### config.mk
export PLATFORM = sky130hd
export DESIGN_NAME = idle_wakeup_timer
export DESIGN_NICKNAME = d
export VERILOG_FILES = /design/src/idle_timer_pkg.sv /design/src/idle_wakeup_timer.sv
export VERILOG_INCLUDE_DIRS = /design/src
export SDC_FILE = /design/constraint.sdc
export NUM_CORES = 1
export LEC_CHECK = 0
export BUFFER_PORTS_ARGS = -buffer_cell sky130_fd_sc_hd__buf_2
export CORE_MARGIN = 4
export CORE_UTILIZATION = 52
export CTS_CLUSTER_DIAMETER = 50
export DETAILED_ROUTE_END_ITERATION = 10
export PLACE_DENSITY = 0.82
export REMOVE_ABC_BUFFERS = 1
export SYNTH_ARGS = -nofsm -noshare
export SYNTH_HDL_FRONTEND = slang
export SYNTH_SLANG_ARGS = --single-unit
### constraint.sdc
create_clock -name pclk -period 3.2 [get_ports pclk]
set_input_delay 0.64 -clock pclk [delete_from_list [all_inputs] [get_ports pclk]]
set_output_delay 0.64 -clock pclk [all_outputs]
set_load 0.05 [all_outputs]
### src/idle_timer_params.svh
// Register offsets, field positions, reset values and timing constants of the idle wakeup timer
`ifndef IDLE_TIMER_PARAMS_SVH
`define IDLE_TIMER_PARAMS_SVH

`define OFF_MODE          12'h000
`define OFF_ICTRL         12'h004
`define OFF_STATUS        12'h008
`define OFF_PORTG         12'h00c

`define SEL_LSB           0
`define SEL_MSB           2
`define RSVD_BIT          3
`define CORE_CLOCK_SELECT_BIT        4
`define DUAL_CLOCK_ENABLE_BIT          5
`define HIGH_SPEED_OSC_ON_BIT          6
`define LOW_SPEED_OSC_ON_BIT          7
`define PEND_BIT          5
`define IEN_BIT           4
`define GIE_BIT           0
`define WAKE_BIT          6

`define MODE_RESET        8'hc0
`define ICTRL_RESET       8'h00
`define PORTG_RESET       8'hff
`define PWR_BITS_ZERO     4'h0

`define CNT_WIDTH         16
`define CNT_RESET         16'hffff
`define TAP_BASE          11
`define SEL_MAX           3'h4

`define CLK_HZ            25000000
`define SLOW_HZ           32768
`define INST_DIV          5
`define SLOW_DIV          ((`CLK_HZ) / (`SLOW_HZ))

`endif

### src/idle_timer_pkg.sv
// Types shared by the idle wakeup timer
package idle_timer_pkg;

    typedef struct packed {
        logic       low_speed_osc_on;
        logic       high_speed_osc_on;
        logic       dual_clock_enable;
        logic       core_clock_select;
        logic       rsvd;
        logic [2:0] period_select;
    } idle_timer_mode_t;

    typedef enum logic [1:0] {
        CLK_HIGH = 2'b00,
        CLK_DUAL = 2'b01,
        CLK_LOW  = 2'b11
    } clk_mode_t;

    typedef struct packed {
        logic wake_tick;
        logic watchdog_tick;
        logic startup_tick;
    } tick_bus_t;

endpackage

### src/idle_wakeup_timer.sv
// Idle wakeup timer: down counter with tap select, pending flag, wake bit and APB registers
//
// How it works
// Sixteen-bit down counter, not writable; software reads only its selected tap bit in status.
// High speed mode counts instruction clock; dual or low speed counts 32 kHz.
// Instruction-cycle divider is stopped outside high speed mode.
// Selected tap among counter bits 11..15 sets pending flag on underflow.
// Period select is mode bits 2:0; codes 0..4 pick taps, 5..7 reserved.
// Every tap underflow clears port G data bit 6 to leave idle.
// Interrupt request needs pending, idle interrupt enable and global enable.
// Pending flag is control bit 5, interrupt enable is control bit 4.
// Reset clears period select, giving the 4096-cycle period.
// Software writes zero to mode bit 3, never uses it as a flag.
// Writing zero to all four power-mode bits requests a device reset.
// Software disables the interrupt and clears pending when changing period.
// Tap ticks also serve watchdog and halt or brownout start-up delays.
// Pending stays set until software clears it; software may also write it.
`timescale 1ns/1ps
`include "idle_timer_params.svh"

module idle_wakeup_timer (
    input  wire logic                         pclk,
    input  wire logic                         presetn,
    input  wire logic                         psel,
    input  wire logic                         penable,
    input  wire logic                         pwrite,
    input  wire logic [11:0]                  paddr,
    input  wire logic [31:0]                  pwdata,
    input  wire logic [3:0]                   pstrb,
    output logic [31:0]                       prdata,
    output logic                              pready,
    output logic                              pslverr,
    output logic                              irq,
    output logic                              port_g_wake,
    output logic                              power_mode_reset_req,
    output idle_timer_pkg::tick_bus_t         ticks,
    output idle_timer_pkg::clk_mode_t         clk_mode
);
    import idle_timer_pkg::*;

    idle_timer_mode_t         mode;
    idle_timer_mode_t         next_mode;
    logic [7:0]               ictrl;
    logic [7:0]               next_ictrl;
    logic [7:0]               portg;
    logic [7:0]               next_portg;
    logic [`CNT_WIDTH-1:0]    cnt;
    logic [`CNT_WIDTH-1:0]    next_cnt;
    logic [2:0]               inst_div;
    logic [2:0]               next_inst_div;
    logic [9:0]               slow_div;
    logic [9:0]               next_slow_div;
    logic                     tap_prev;
    logic                     next_tap_prev;
    logic                     reset_req;
    logic                     next_reset_req;
    logic [31:0]              next_prdata;
    clk_mode_t                mode_now;
    logic                     cnt_en;
    logic                     tap_bit;
    logic                     underflow;
    logic                     wr_en;
    logic                     rd_en;
    logic                     addr_ok;

    // Decode power-save mode from the upper mode bits
    function automatic clk_mode_t decode_mode(input idle_timer_mode_t m);
        if (m.high_speed_osc_on && !m.core_clock_select) begin
            decode_mode = CLK_HIGH;
        end else if (m.high_speed_osc_on) begin
            decode_mode = CLK_DUAL;
        end else begin
            decode_mode = CLK_LOW;
        end
    endfunction

    // Pick the counter bit that feeds the interrupt, saturating reserved codes
    function automatic logic pick_tap(input logic [`CNT_WIDTH-1:0] c, input logic [2:0] s);
        logic [2:0] k;
        k = (s > `SEL_MAX) ? `SEL_MAX : s;
        pick_tap = c[`TAP_BASE + k];
    endfunction

    // Bus strobes; no wait states so the slave always answers in the access phase
    assign wr_en    = psel && penable && pwrite;
    assign rd_en    = psel && !penable && !pwrite;
    assign pready   = 1'b1;
    assign addr_ok  = (paddr == `OFF_MODE) || (paddr == `OFF_ICTRL) ||
                      (paddr == `OFF_STATUS) || (paddr == `OFF_PORTG);
    assign pslverr  = psel && penable && !addr_ok;

    assign mode_now = decode_mode(mode);
    assign clk_mode = mode_now;

    // Count enable: divided instruction clock or 32 kHz tick
    always_comb begin
        next_inst_div = 3'h0;
        next_slow_div = slow_div;
        cnt_en        = 1'b0;
        if (mode_now == CLK_HIGH) begin
            if (inst_div == 3'(`INST_DIV - 1)) begin
                cnt_en = 1'b1;
            end else begin
                next_inst_div = inst_div + 3'h1;
            end
        end
        if (slow_div == 10'(`SLOW_DIV - 1)) begin
            next_slow_div = 10'h000;
            if (mode_now != CLK_HIGH) begin
                cnt_en = 1'b1;
            end
        end else begin
            next_slow_div = slow_div + 10'h001;
        end
    end

    // Down counter and tap edge detect; only the selected tap bit of the count is on the bus
    always_comb begin
        next_cnt      = cnt_en ? cnt - 16'h0001 : cnt;
        tap_bit       = pick_tap(cnt, mode.period_select);
        next_tap_prev = tap_bit;
        underflow     = tap_prev && !tap_bit;
    end

    // Register state; underflow set beats a software clear of pending
    always_comb begin
        next_mode      = mode;
        next_ictrl     = ictrl;
        next_portg     = portg;
        next_reset_req = 1'b0;
        if (wr_en && pstrb[0]) begin
            case (paddr)
                `OFF_MODE: begin
                    next_mode = idle_timer_mode_t'(pwdata[7:0]);
                    if (pwdata[7:4] == `PWR_BITS_ZERO) begin
                        next_reset_req = 1'b1;
                        next_mode      = mode;
                    end
                end
                `OFF_ICTRL: begin
                    next_ictrl = pwdata[7:0];
                end
                `OFF_PORTG: begin
                    next_portg = pwdata[7:0];
                end
                default: begin
                    next_ictrl = ictrl;
                end
            endcase
        end
        if (underflow) begin
            next_ictrl[`PEND_BIT] = 1'b1;
            next_portg[`WAKE_BIT] = 1'b0;
        end
    end

    // Read mux, captured in the setup phase so data is a flop in the access phase
    always_comb begin
        next_prdata = prdata;
        if (rd_en) begin
            case (paddr)
                `OFF_MODE:   next_prdata = {24'h000000, mode};
                `OFF_ICTRL:  next_prdata = {24'h000000, ictrl};
                `OFF_STATUS: next_prdata = {29'h0, tap_bit, clk_mode};
                `OFF_PORTG:  next_prdata = {24'h000000, portg};
                default:     next_prdata = 32'h00000000;
            endcase
        end
    end

    // State registers
    always_ff @(posedge pclk or negedge presetn) begin
        if (!presetn) begin
            mode      <= idle_timer_mode_t'(`MODE_RESET);
            ictrl     <= `ICTRL_RESET;
            portg     <= `PORTG_RESET;
            cnt       <= `CNT_RESET;
            inst_div  <= 3'h0;
            slow_div  <= 10'h000;
            tap_prev  <= 1'b1;
            reset_req <= 1'b0;
            prdata    <= 32'h00000000;
        end else begin
            mode      <= next_mode;
            ictrl     <= next_ictrl;
            portg     <= next_portg;
            cnt       <= next_cnt;
            inst_div  <= next_inst_div;
            slow_div  <= next_slow_div;
            tap_prev  <= next_tap_prev;
            reset_req <= next_reset_req;
            prdata    <= next_prdata;
        end
    end

    // Outputs; tick fan-out shares one underflow for watchdog and start-up timing
    assign irq = ictrl[`PEND_BIT] && ictrl[`IEN_BIT] && ictrl[`GIE_BIT];
    assign port_g_wake          = portg[`WAKE_BIT];
    assign power_mode_reset_req = reset_req;
    assign ticks.wake_tick      = underflow;
    assign ticks.watchdog_tick  = underflow;
    assign ticks.startup_tick   = underflow;

endmodule

* Word level (Yosys, flattened, before mapping) *
Cells that the tools add are included.
W data, S select, Z words.

word-level totals
  word-level logic and storage cells = 80
  output and inout port bits = 42
  register bits after elaboration = 87
  input bits = 53

operators by class
  eq/ne operators = 5
  bitwise operators = 1
  $add $sub $neg = 4
  muxes and demuxes = 22
  order comparisons = 2
  reductions and logical operators = 30

operator list
  cell                     number
  $pmux W8 S4              1
  $eq A12 B4 Y1 const B    2
  $sub A16 B1 Y16 const B  1
  $mux W7                  2
  $eq A12 B3 Y1 const B    1
  $logic_not A12 Y1        1
  $mux W6                  2
  $add A10 B1 Y10 const B  1
  $eq A10 B10 Y1 const B   1
  $logic_and A1 B1 Y1      10
  $mux W1                  10
  $mux W10                 1
  $mux W3                  3
  $reduce_and A2 Y1        4
  $reduce_bool A2 Y1       4
  $add A4 B3 Y5 const A    1
  $logic_not A1 Y1         5
  $lt A5 B5 Y1 const B     1
  $bmux W1 S4              1
  $logic_not A4 Y1         1
  $mux W2                  2
  $add A3 B1 Y3 const B    1
  $eq A3 B3 Y1 const B     1
  $gt A3 B3 Y1 const B     1
  other kinds (4)          6

* Longest topological paths before layout *
Gate-level depths: netlist (run 1).

  word-level depth = 9
  gate-level depth with buffers = 7
  gate-level depth less buffers = 7

* Worst setup path after synthesis (run 1) *
Ideal clock, no wire load.

  kind = input-to-output
  start point = in paddr[5]
  end point = out pslverr
  required time = 2.560 ns
  buffers on the path = 1
  stages on the path = 4
  arrival = 2.160 ns
  path slack = 0.400 ns
  cells stage by stage = or4_4 or4_1 buf_2 and3_1

between the ends
  longest elaborated chain between the ends = 6
  elaborated cells on any way between the ends = 9
  those cells by class = eq/ne: 3; reduce/logical: 6

ends and longest elaborated chain
  element                                             RTL line                 text
  start: declaration                                  idle_wakeup_timer.sv:27  input wire logic [11:0] paddr,
  $eq A12 B3 Y1 or $logic_not A12 Y1 (tied branches)  -
  $logic_or A1 B1 Y1 (2 in a row)                     idle_wakeup_timer.sv:88  assign addr_ok = (paddr == `OFF_MODE) || (paddr == `OFF_ICTRL) ||
  $logic_or A1 B1 Y1 *                                idle_wakeup_timer.sv:88
  $logic_not A1 Y1 *                                  idle_wakeup_timer.sv:90  assign pslverr = psel && penable && !addr_ok;
  $logic_and A1 B1 Y1 *                               idle_wakeup_timer.sv:90
  end: declaration                                    idle_wakeup_timer.sv:32  output logic pslverr,

Every way passes the cells marked *; elsewhere a longest branch is shown, timed or not.

==> key figures, run 1 <==
Placed design
  • Dpl ws: approximately 0.35 ns
  • DP Area: ~3600 um^2
  • Dpl hpwl: ~4800 um
  • Port bufs: between 40 and 50
  • GPL Wtd Cong: about 0.84
  • Cells after DPL: roughly 420

Floorplanning
  • Die area: between 7000 and 8000 um^2
  • Die height: 89.1 um
  • Core area: approximately 6400 um^2
  • Initial Utilization: 53.6%
  • Num rows: 29
  • # IOs: 95
  • Die X: ~90 um

GRT
  • Total GRT Usage: between 15 and 20%
  • Vias in the first global route: 2319
  • Initial antenna violation count: 0
  • First-pass GRT wire length: between 10000 and 15000 um
  • Largest net degree at the start of global routing: 64
  • Remaining Overflow, GRT: 0

Worst setup path
  • Crit start category: register
  • Critical path endpoint category: output pin
  • Critical setup path kind: register to output pin
  • Crit-path cells: nand2_1 > ha_1 > mux4_2 > a221oi_4 > clkbuf_4
  • Req. time, crit path: about 2.6 ns
  • Top delay family on crit path: multiplexers
  • Bufs and invs on worst path: 1
  • Crit-path max cell delay: 0.59 ns
  • Slowest stage cell, crit path: mux4_2
  • CP Data Arrival Time: around 2.5 ns
  • Crit path max fanout: 7

Routing
  • DRC errors left: 0
  • Via density: roughly 5.5
  • Iteration-0 DRC Markers: 160
  • Post-DRT Antenna Nets: 0
  • Drt wl/cell: 15.2 um
  • Drt pass-1 iters: 4
  • Final wirelength: about 6600 um
  • Vias post-DR: 2398

Synthesis
  • Synth Area in XOR/XNOR: 4.86%
  • EDFF count, synth: 0
  • Post-synthesis sequential area ratio: 47.0%
  • Post-Synth Simple-Gate Area: 16.4%
  • YS warnings: 0
  • Multiplexer share of the synthesized area: roughly an eighth
  • Main synth FF type: dfrtp_1
  • #FFs+latches synth: 63
  • Cells after Synth: 314
  • Largest family of logic cells by synthesized area: simple AND/OR/NAND/NOR gates
  • Synth Area per Inst: about 11 um^2
  • Compound-Gate Fraction of Synth Area: 8.08%
  • Syn Std Cell Area: 3420 um^2
  • Distinct cells, synth: 53
  • Adder-cell share of the synthesized area: under 10%
  • Ys async rst share: 100%

Cells and area
  • Area grow syn2layout: 10.9%
  • Final Util: a little under 60%
  • Antenna Cells: 0
  • Fraction of layout cells with a size suffix above 1: roughly 34%
  • Post-route insts no fill: around 430
  • Most common cell after layout, fill and taps aside: buf_2
  • Most frequent cells in the layout: buf_2 (39), dfrtp_1 (36), dfstp_2 (27), nor2_1 (26), conb_1 (25)
  • Design area: ~3800 um^2
  • Fin nets: roughly 400

STA
  • Worst-margin pin slew: 0.893 ns
  • Post-route setup slack: ~0.063 ns
  • RSZ-0062 raised after global routing: true
  • Period utilization: slightly below 100%
  • Min cycle time layout: around 3.1 ns
  • Final hold viol count: 0
  • Relative slew slack: between 30% and 40%
  • Finish-stage setup viols: 0
  • Max frequency: around 320 MHz
  • Worst clock skew: 0.00942 ns
  • Fin. max-slew vios: 0

Hold path
  • Worst Hold Class: input port to asynchronous set/reset pin

Flow run
  • # Max-Cap Violations: 0

Clock network
  • Setup bufs post-CTS: 0
  • Worst-skew pair later-pin latency: between 0.3 and 0.4 ns
  • Clock transition at path regs: roughly 0.06 ns
  • Num Clock Sinks: 63
  • Maximum root-to-sink buffer count: 2
  • TritonCTS Buffers: 9
  • Root Driver: clkbuf_8
  • CTS tree: done
  • Htree depth: 3

Pwr
  • Power Density: roughly 430 nW/um^2
  • Power consumption: about 0.0016 W
  • LEAKAGE: ~1.8 nW
  • Peak supply drop: 0.299 mV

Run status
  • Status: finished, final reports clean
per-stage QoR:
step | hold slack [ns] | setup TNS [ns]
detailed placement | 0.454 | 0
floorplan | 0.344 | -2.86
global placement | 0.449 | 0
finish | 0.446 | 0
global route | 0.493 | -0.102
CTS | 0.463 | -0.0763
path summary, 6_finish.rpt:
kind                             start          end  slack, ns  cells after the start
setup / recovery               mode[0]     ticks[1]       0.06                      5
hold / removal                 presetn      mode[3]       0.45                      2
setup reg to reg           slow_div[3]      cnt[12]       1.10                      4
hold reg to reg            inst_div[0]  inst_div[0]       0.46                      1
max in group asynchronous      presetn    prdata[3]       2.26                      2
min in group pclk          inst_div[0]  inst_div[0]       0.46                      1
final cells by class:
cell class / count / area [um^2]
fillers: 505 / 2590
flip-flops and latches: 63 / 1610
multi-input cells: 222 / 1600
repair buffers: 44 / 233
clock buffers: 13 / 169
well taps: 77 / 96.3
inverters: 12 / 45.0
clock inverters: 3 / 40.0
cells in the mapped netlist (2+ instances only):
library cell  instances  share of area, %
and3_1                2              0.37
clkbuf_1              8              0.88
o21ai_0               6              0.88
nand3_1               9               1.3
mux2i_1               9               2.6
nor3_1                7               1.0
or4_1                 3              0.66
inv_1                12               1.3
or3_1                 2              0.37
o31ai_1               6               1.3
dfstp_2              27                21
a21oi_1               5              0.73
or4_4                 3              0.99
nor4_1                3              0.55
conb_1                2              0.22
xor2_1               10               2.6
a21o_1                2              0.44
ha_1                  6               2.2
and4_1                2              0.51
dfrtp_1              36                26
nand2_1              22               2.4
mux4_2                3               2.0
a31oi_1               8               1.5
buf_4                29               6.4
nor4_4                2               1.2
mux2_2               23               7.6
nand4b_1              3              0.77
xnor2_1               9               2.3
nand4_1               4              0.73
nor2_1               26               2.9
buf_2                 3              0.44
per-layer routing:
metal,track usage (%),up-vias,part of all wire (%)
met1,23.2,1183,43
li1,-,1133,-
met5,0,-,0
met2,29.7,71,50
met4,8.25,0,1.9
met3,4.06,11,4.7
power by group:
group,leakage (nW),internal [W],switching (W),total [W]
clock,0.109,0.000421,0.000297,0.000718
sequential,0.767,0.000799,0.000000600,0.000800
combinational,0.890,0.0000207,0.000105,0.000126
total,1.77,0.00124,0.000403,0.00164
what timing repair did:
item | in CTS | in global routing
pin swaps | 0 | 0
gates resized for setup | 0 | 4
setup endpoints to repair | 3 | 3
hold buffers | 0 | 0
state kept, by name (all words and copies together), names as in the netlist, 3 cells and up:
name      count
prdata        8
cnt          16
mode          8
ictrl         8
portg         8
inst_div      3
slow_div     10
cells by family after synthesis:
kind of cell    count (synthesis)
fa+ha+maj                       6
other cells                     2
simple gates                   99
xor+xnor                       19
flops                          63
mux                            35
buf+inv                        52
compound gates                 38
No activity file was read; power rests on OpenSTA's default activity.
==> run 2, diff against run 1 <==
CELL_PAD_IN_SITES_DETAIL_PLACEMENT = 0   (was unset)
CELL_PAD_IN_SITES_GLOBAL_PLACEMENT = 2   (was unset)
CORE_UTILIZATION = 33   (was 52)
PLACE_DENSITY = 0.83   (was 0.82)
==> run 2 against run 1 <==
Effect of this change:
- sequential power is essentially flat
- via count is essentially flat
- combinational power is essentially flat
- global-route usage shrank 6.2 points
- total power grew 0.65%
- design area grew 2.4%
- first-iteration DRC count shrank 47%
- maximum frequency grew 2.6%
- clock-buffer cell count grew 2
- worst setup slack gained 0.081 ns
- critical path depth is the same
- sequential cell count is the same
- critical path type unchanged
- largest cell class unchanged
==> key figures, run 2 (synthesized netlist as in run 1, its figures left out) <==
Run status
  • Status: finished, final reports clean

Routing
  • Drt pass-1 iters: 4 (unchanged)
  • Iteration-0 DRC Markers: 85 (-47%)
  • Via density: 4.87 (-12%)
  • Post-DRT Antenna Nets: 0 (unchanged)
  • Final wirelength: 6990 um (+5.9%)
  • Drt wl/cell: 14.2 um (-6.6%)
  • DRC errors left: 0 (unchanged)
  • Vias post-DR: 2397 (-0.042%)

Pwr
  • Psw: 0.000415 W (+2.9%)
  • Comb pwr share: 7.8% (about the same)
  • LEAKAGE: 1.77 nW (+0.40%)
  • Clock network power share: 43.9% (+0.2 points)
  • Power consumption: 0.00165 W (+0.65%)
  • Sw Share: 25.1% (+0.55 points)
  • Sequential share of power: 48.3% (-0.3 points)
  • Peak supply drop: 0.158 mV (-47%)
  • Power Density: 425 nW/um^2 (-1.7%)
  • Internal Power: 0.00124 W (about the same)

STA
  • Total Neg Setup Slack: 0 ns (unchanged)
  • Period utilization: 95.5% (-2.5 points)
  • Worst-margin pin slew: 0.874 ns (-0.0192 ns)
  • Max frequency: 327 MHz (+2.6%)
  • RSZ-0062 raised after global routing: true
  • Worst clock skew: 0.0114 ns (+0.00194 ns)
  • Fin. max-slew vios: 0 (unchanged)
  • Min cycle time layout: 3.06 ns (-0.0807 ns)
  • Finish-stage setup viols: 0 (unchanged)
  • Hold_ws: 0.318 ns (-0.128 ns)
  • Relative slew slack: 41.6% (+1.8 points)
  • Final hold viol count: 0 (unchanged)
  • Post-route setup slack: 0.144 ns (+0.0807 ns)

Worst setup path
  • Req. time, crit path: 2.56 ns (about the same)
  • Crit start category: register
  • Top delay family on crit path: multiplexers
  • Crit-path max cell delay: 0.59 ns (about the same)
  • Crit-path cells: nand2_1 > ha_1 > mux4_2 > a221oi_4 > clkbuf_4
  • Bufs and invs on worst path: 1 (unchanged)
  • Critical setup path kind: register to output pin
  • Worst Setup SP: mode[0]
  • Critical path endpoint category: output pin
  • Crit Reg-Reg Startpoint: slow_div[3]
  • Slowest stage cell, crit path: mux4_2
  • CP Data Arrival Time: 2.42 ns (-0.08 ns)
  • Crit path max fanout: 7 (unchanged)

Placed design
  • Dpl hpwl: 5050 um (+6.0%)
  • Port bufs: 42 (unchanged)
  • Dpl ws: 0.333 ns (-0.0137 ns)
  • Cells after DPL: 476 (+14%)
  • GPL Wtd Cong: 0.761 (-9.5%)

Cells and area
  • Biggest register: cnt
  • Fin nets: 413 (+0.49%)
  • Top Registers: cnt: 16 flops, slow_div: 10 flops
  • Post-route insts no fill: 492 (+13%)
  • Most common cell after layout, fill and taps aside: buf_2
  • Area grow syn2layout: 13.6%
  • Max reg flops: 16 (unchanged)
  • Most frequent cells in the layout: buf_2 (39), dfrtp_1 (36), dfstp_2 (27), nor2_1 (26), conb_1 (25)
  • Fraction of layout cells with a size suffix above 1: 34.5% (+0.087 points)
  • Antenna Cells: 0 (unchanged)

Clock network
  • Htree depth: 3 (unchanged)
  • Setup bufs post-CTS: 0 (unchanged)
  • Maximum root-to-sink buffer count: 2 (unchanged)
  • TritonCTS Buffers: 9 (unchanged)
  • CTS tree: done
  • Clock transition at path regs: 0.07 ns (about the same)
  • Root Driver: clkbuf_8
  • Worst-skew pair later-pin latency: 0.33 ns (about the same)
  • Post-CTS Hold Buffers: 0 (unchanged)
  • Num Clock Sinks: 63 (unchanged)

GRT
  • Remaining Overflow, GRT: 0 (unchanged)
  • Largest net degree at the start of global routing: 29 (-55%)
  • Total GRT Usage: 12.0% (-6.2 points)
  • Vias in the first global route: 2208 (-4.8%)
  • First-pass GRT wire length: 11200 um (+1.8%)
  • Initial antenna violation count: 0 (unchanged)

Flow run
  • # Max-Cap Violations: 0 (unchanged)

Floorplanning
  • Die height: 110 um (+23%)
  • Die X: 110 um (+23%)
  • Num rows: 36 (+24%)
  • # IOs: 95 (unchanged)
  • Initial Utilization: 34.4% (-19 points)
  • Core area: 9950 um^2 (+56%)
  • Die area: 12100 um^2 (+52%)

Hold path
  • Worst Hold Class: input port to asynchronous set/reset pin
## run 2: cell count changes in the layout (fill, tap and decap cells not counted), sizes merged
cell      before  now
buf           41   43
clkbuf        16   18
clkinvlp       0    1
bufinv         1    0
clkinv         2    0
## run 2: power by group through the flow
stage               Clock [W]  Combinational (W)  Sequential [W]
floorplan                   0          0.0000800        0.000813
global placement            0           0.000129        0.000813
detailed placement          0           0.000129        0.000813
CTS                  0.000753           0.000130        0.000799
global route         0.000799           0.000139        0.000799
finish               0.000727           0.000129        0.000799
## run 2: final cells by class
type	instances	area [um^2]
fill	1011	6070
multi-input combinational	222	1600
clock inverter	1	7.51
clock buffer	15	209
tap	133	166
timing repair buffer	46	248
sequential	63	1610
inverter	12	45.0
## run 2: final timing paths
check	end	slack, ns	cells past startpoint
worst max-delay path	ticks[0]	0.14	5
worst min-delay path	prdata[2]	0.32	1
worst max register to register	cnt[10]	1.09	4
worst min register to register	prdata[3]	0.47	2
max in group asynchronous	portg[3]	2.10	2
min in group pclk	prdata[3]	0.47	2
## run 2: stage by stage
stage	utilization, %	instance area (um^2)
5_1_grt	39.1	3890
3_3_place_gp	36.7	3650
6_report	39.1	3890
2_1_floorplan	-	3250
3_5_place_dp	36.7	3650
4_1_cts	38.9	3870
## run 2: timing repair
item	CTS	global route
gates resized for setup	0	4
setup endpoints to repair	0	3
hold endpoints to repair	0	0
## run 2: metal layers
metal | vias to the layer above | global-route usage [%] | share of wire [%]
met2 | 69 | 18.0 | 44
met4 | 0 | 3.74 | 0.97
li1 | 1147 | - | -
met3 | 7 | 3.35 | 6.8
met1 | 1174 | 16.7 | 48
met5 | - | 0 | 0
==> run 3, diff against run 2 <==
GPL_TIMING_DRIVEN = 0   (was unset)
clock period = 3.3 ns   (was 3.2 ns; I/O delays follow)
==> run 3 against run 2 <==
Effect of this change:
- critical path depth grew 1
- utilization shrank 0.35 points
- register-to-register slack improved by 0.12 ns
- via count down 2.5%
- first-iteration DRC count is 20% lower
- clock-buffer cell count down 2
- largest power group unchanged
- critical endpoint unchanged
==> key figures, run 3 (synthesized netlist as in run 1, its figures left out) <==
Clock network
  • Worst-skew pair later-pin latency: 0.33 ns (about the same)
  • Root Driver: clkbuf_8
  • TritonCTS Buffers: 9 (unchanged)
  • CTS tree: done
  • Maximum root-to-sink buffer count: 2 (unchanged)
  • Setup bufs post-CTS: 0 (unchanged)
  • Clock transition at path regs: 0.07 ns (about the same)
  • Num Clock Sinks: 63 (unchanged)
  • Htree depth: 3 (unchanged)
  • Post-CTS Hold Buffers: 0 (unchanged)

Worst setup path
  • CP Data Arrival Time: 2.52 ns (+0.10 ns)
  • Slowest stage cell, crit path: mux4_2
  • Worst R2R Path Depth: 4 (unchanged)
  • Critical path endpoint category: output pin
  • Worst R2R Setup Slack: 1.21 ns (+0.12 ns)
  • Req. time, crit path: 2.64 ns (+0.08 ns)
  • RR Endpoint: cnt[12]
  • Critical setup path kind: register to output pin
  • Crit-path cells: inv_1 > nand2_1 > ha_1 > mux4_2 > a221oi_4 > clkbuf_4
  • Top delay family on crit path: multiplexers
  • Crit Reg-Reg Startpoint: slow_div[3]
  • Crit path max fanout: 5 (-2)
  • Crit start category: register
  • Crit-path max cell delay: 0.59 ns (about the same)
  • Bufs and invs on worst path: 2 (+1)

STA
  • RSZ-0062 raised after global routing: true
  • Hold_ws: 0.405 ns (+0.0871 ns)
  • Finish-stage setup viols: 0 (unchanged)
  • Min cycle time layout: ~3.2 ns
  • Final hold viol count: 0 (unchanged)
  • Fin. max-slew vios: 0 (unchanged)
  • Worst clock skew: 0.00772 ns (-0.00364 ns)
  • Period utilization: 96.3%
  • Worst-margin pin slew: 0.918 ns (+0.0447 ns)
  • Max frequency: about 310 MHz
  • Post-route setup slack: 0.122 ns (-0.0221 ns)
  • Relative slew slack: 38.1% (-3.5 points)

Cells and area
  • FILL cells: 988 (-2.3%)
  • Most common cell after layout, fill and taps aside: buf_2
  • Max reg flops: 16 (unchanged)
  • Fraction of layout cells with a size suffix above 1: 34.1% (-0.46 points)
  • Biggest register: cnt
  • Area grow syn2layout: 12.6%
  • Design area: 3850 um^2 (-0.90%)
  • Post-route insts no fill: 488 (-0.81%)
  • Antenna Cells: 0 (unchanged)
  • Most frequent cells in the layout: buf_2 (38), dfrtp_1 (36), dfstp_2 (27), nor2_1 (26), conb_1 (25)
  • Fin nets: 409 (-0.97%)
  • Top Registers: cnt: 16 flops, slow_div: 10 flops

Floorplanning
  • # IOs: 95 (unchanged)
  • Die area: 12100 um^2 (unchanged)
  • Core area: 9950 um^2 (unchanged)
  • Die X: 110 um (unchanged)
  • Die height: 110 um (unchanged)
  • Initial Utilization: 34.4% (unchanged)
  • Num rows: 36 (unchanged)

Pwr
  • Power Density: 415 nW/um^2 (-2.5%)
  • LEAKAGE: 1.76 nW (-0.86%)
  • Peak supply drop: 0.247 mV (+56%)

Routing
  • Via density: 4.79 (-1.7%)
  • Iteration-0 DRC Markers: 68 (-20%)
  • DRC errors left: 0 (unchanged)
  • Drt pass-1 iters: 4 (unchanged)
  • Final wirelength: 7050 um (+0.94%)
  • Drt wl/cell: 14.5 um (+1.8%)
  • Vias post-DR: 2337 (-2.5%)
  • Post-DRT Antenna Nets: 0 (unchanged)

Placed design
  • GPL Wtd Cong: 0.702 (-7.8%)
  • Cells after DPL: 472 (-0.84%)
  • DP Area: 3630 um^2 (-0.75%)
  • Dpl hpwl: 4860 um (-3.7%)
  • Dpl ws: 0.220 ns (-0.113 ns)
  • Port bufs: 42 (unchanged)

GRT
  • Initial antenna violation count: 0 (unchanged)
  • Total GRT Usage: 12.1% (+0.12 points)
  • Largest net degree at the start of global routing: 64 (+120%)
  • Vias in the first global route: 2185 (-1.0%)
  • Remaining Overflow, GRT: 0 (unchanged)
  • First-pass GRT wire length: 11400 um (+1.8%)

Flow run
  • # Max-Cap Violations: 0 (unchanged)

Run status
  • Status: finished, final reports clean

Hold path
  • Worst Hold Class: input port to asynchronous set/reset pin
==> run 3: final cells by class <==
cell class / count / area (um^2) / area share (%)
Clock inverter: 3 / 40.0 / 1.04
Tap cell: 133 / 166 / 4.32
Inverter: 12 / 45.0 / 1.17
Clock buffer: 13 / 169 / 4.38
Timing Repair Buffer: 42 / 220 / 5.71
Sequential cell: 63 / 1610 / 41.8
Multi-Input combinational cell: 222 / 1600 / 41.6
==> run 3: worst max path at each step <==
stage	to	slack, ns	from	cells after the start
2_1_floorplan	ticks[0]	-0.65	mode[0]	4
3_3_place_gp	pslverr	0.22	paddr[5]	5
3_5_place_dp	pslverr	0.22	paddr[11]	5
4_1_cts	ticks[0]	0.08	mode[2]	6
5_1_grt	ticks[1]	-0.03	mode[2]	6
6_report	ticks[0]	0.12	mode[2]	6
==> run 3: where the power goes <==
group | internal, W | leakage (nW) | switching (W)
Sequential | 0.000775 | 0.767 | 0.000000581
Clock | 0.000409 | 0.109 | 0.000291
Combinational | 0.0000196 | 0.882 | 0.000104
Total | 0.00120 | 1.76 | 0.000395
==> run 3: layer usage <==
layer  wire, um  up-vias  track usage, %
met3        485        2            2.76
met2       3100       63            17.1
met5          0        -               0
met4         11        0            4.01
li1           -     1138               -
met1       3460     1134            18.1
==> run 3: per-stage QoR <==
step	util [%]	power, W	setup TNS (ns)
4_1_cts	38.6	0.00163	0
2_1_floorplan	-	0.000866	-2.42
6_report	38.7	0.00160	0
3_3_place_gp	36.4	0.000911	0
3_5_place_dp	36.4	0.000912	0
5_1_grt	38.7	0.00167	-0.0947
==> run 3: what timing repair did <==
| item | 4_1_cts | 5_1_grt |
|---|---|---|
| endpoints found under the hold margin | 0 | 0 |
| setup endpoints to repair | 3 | 3 |
| resized for setup | 1 | 3 |
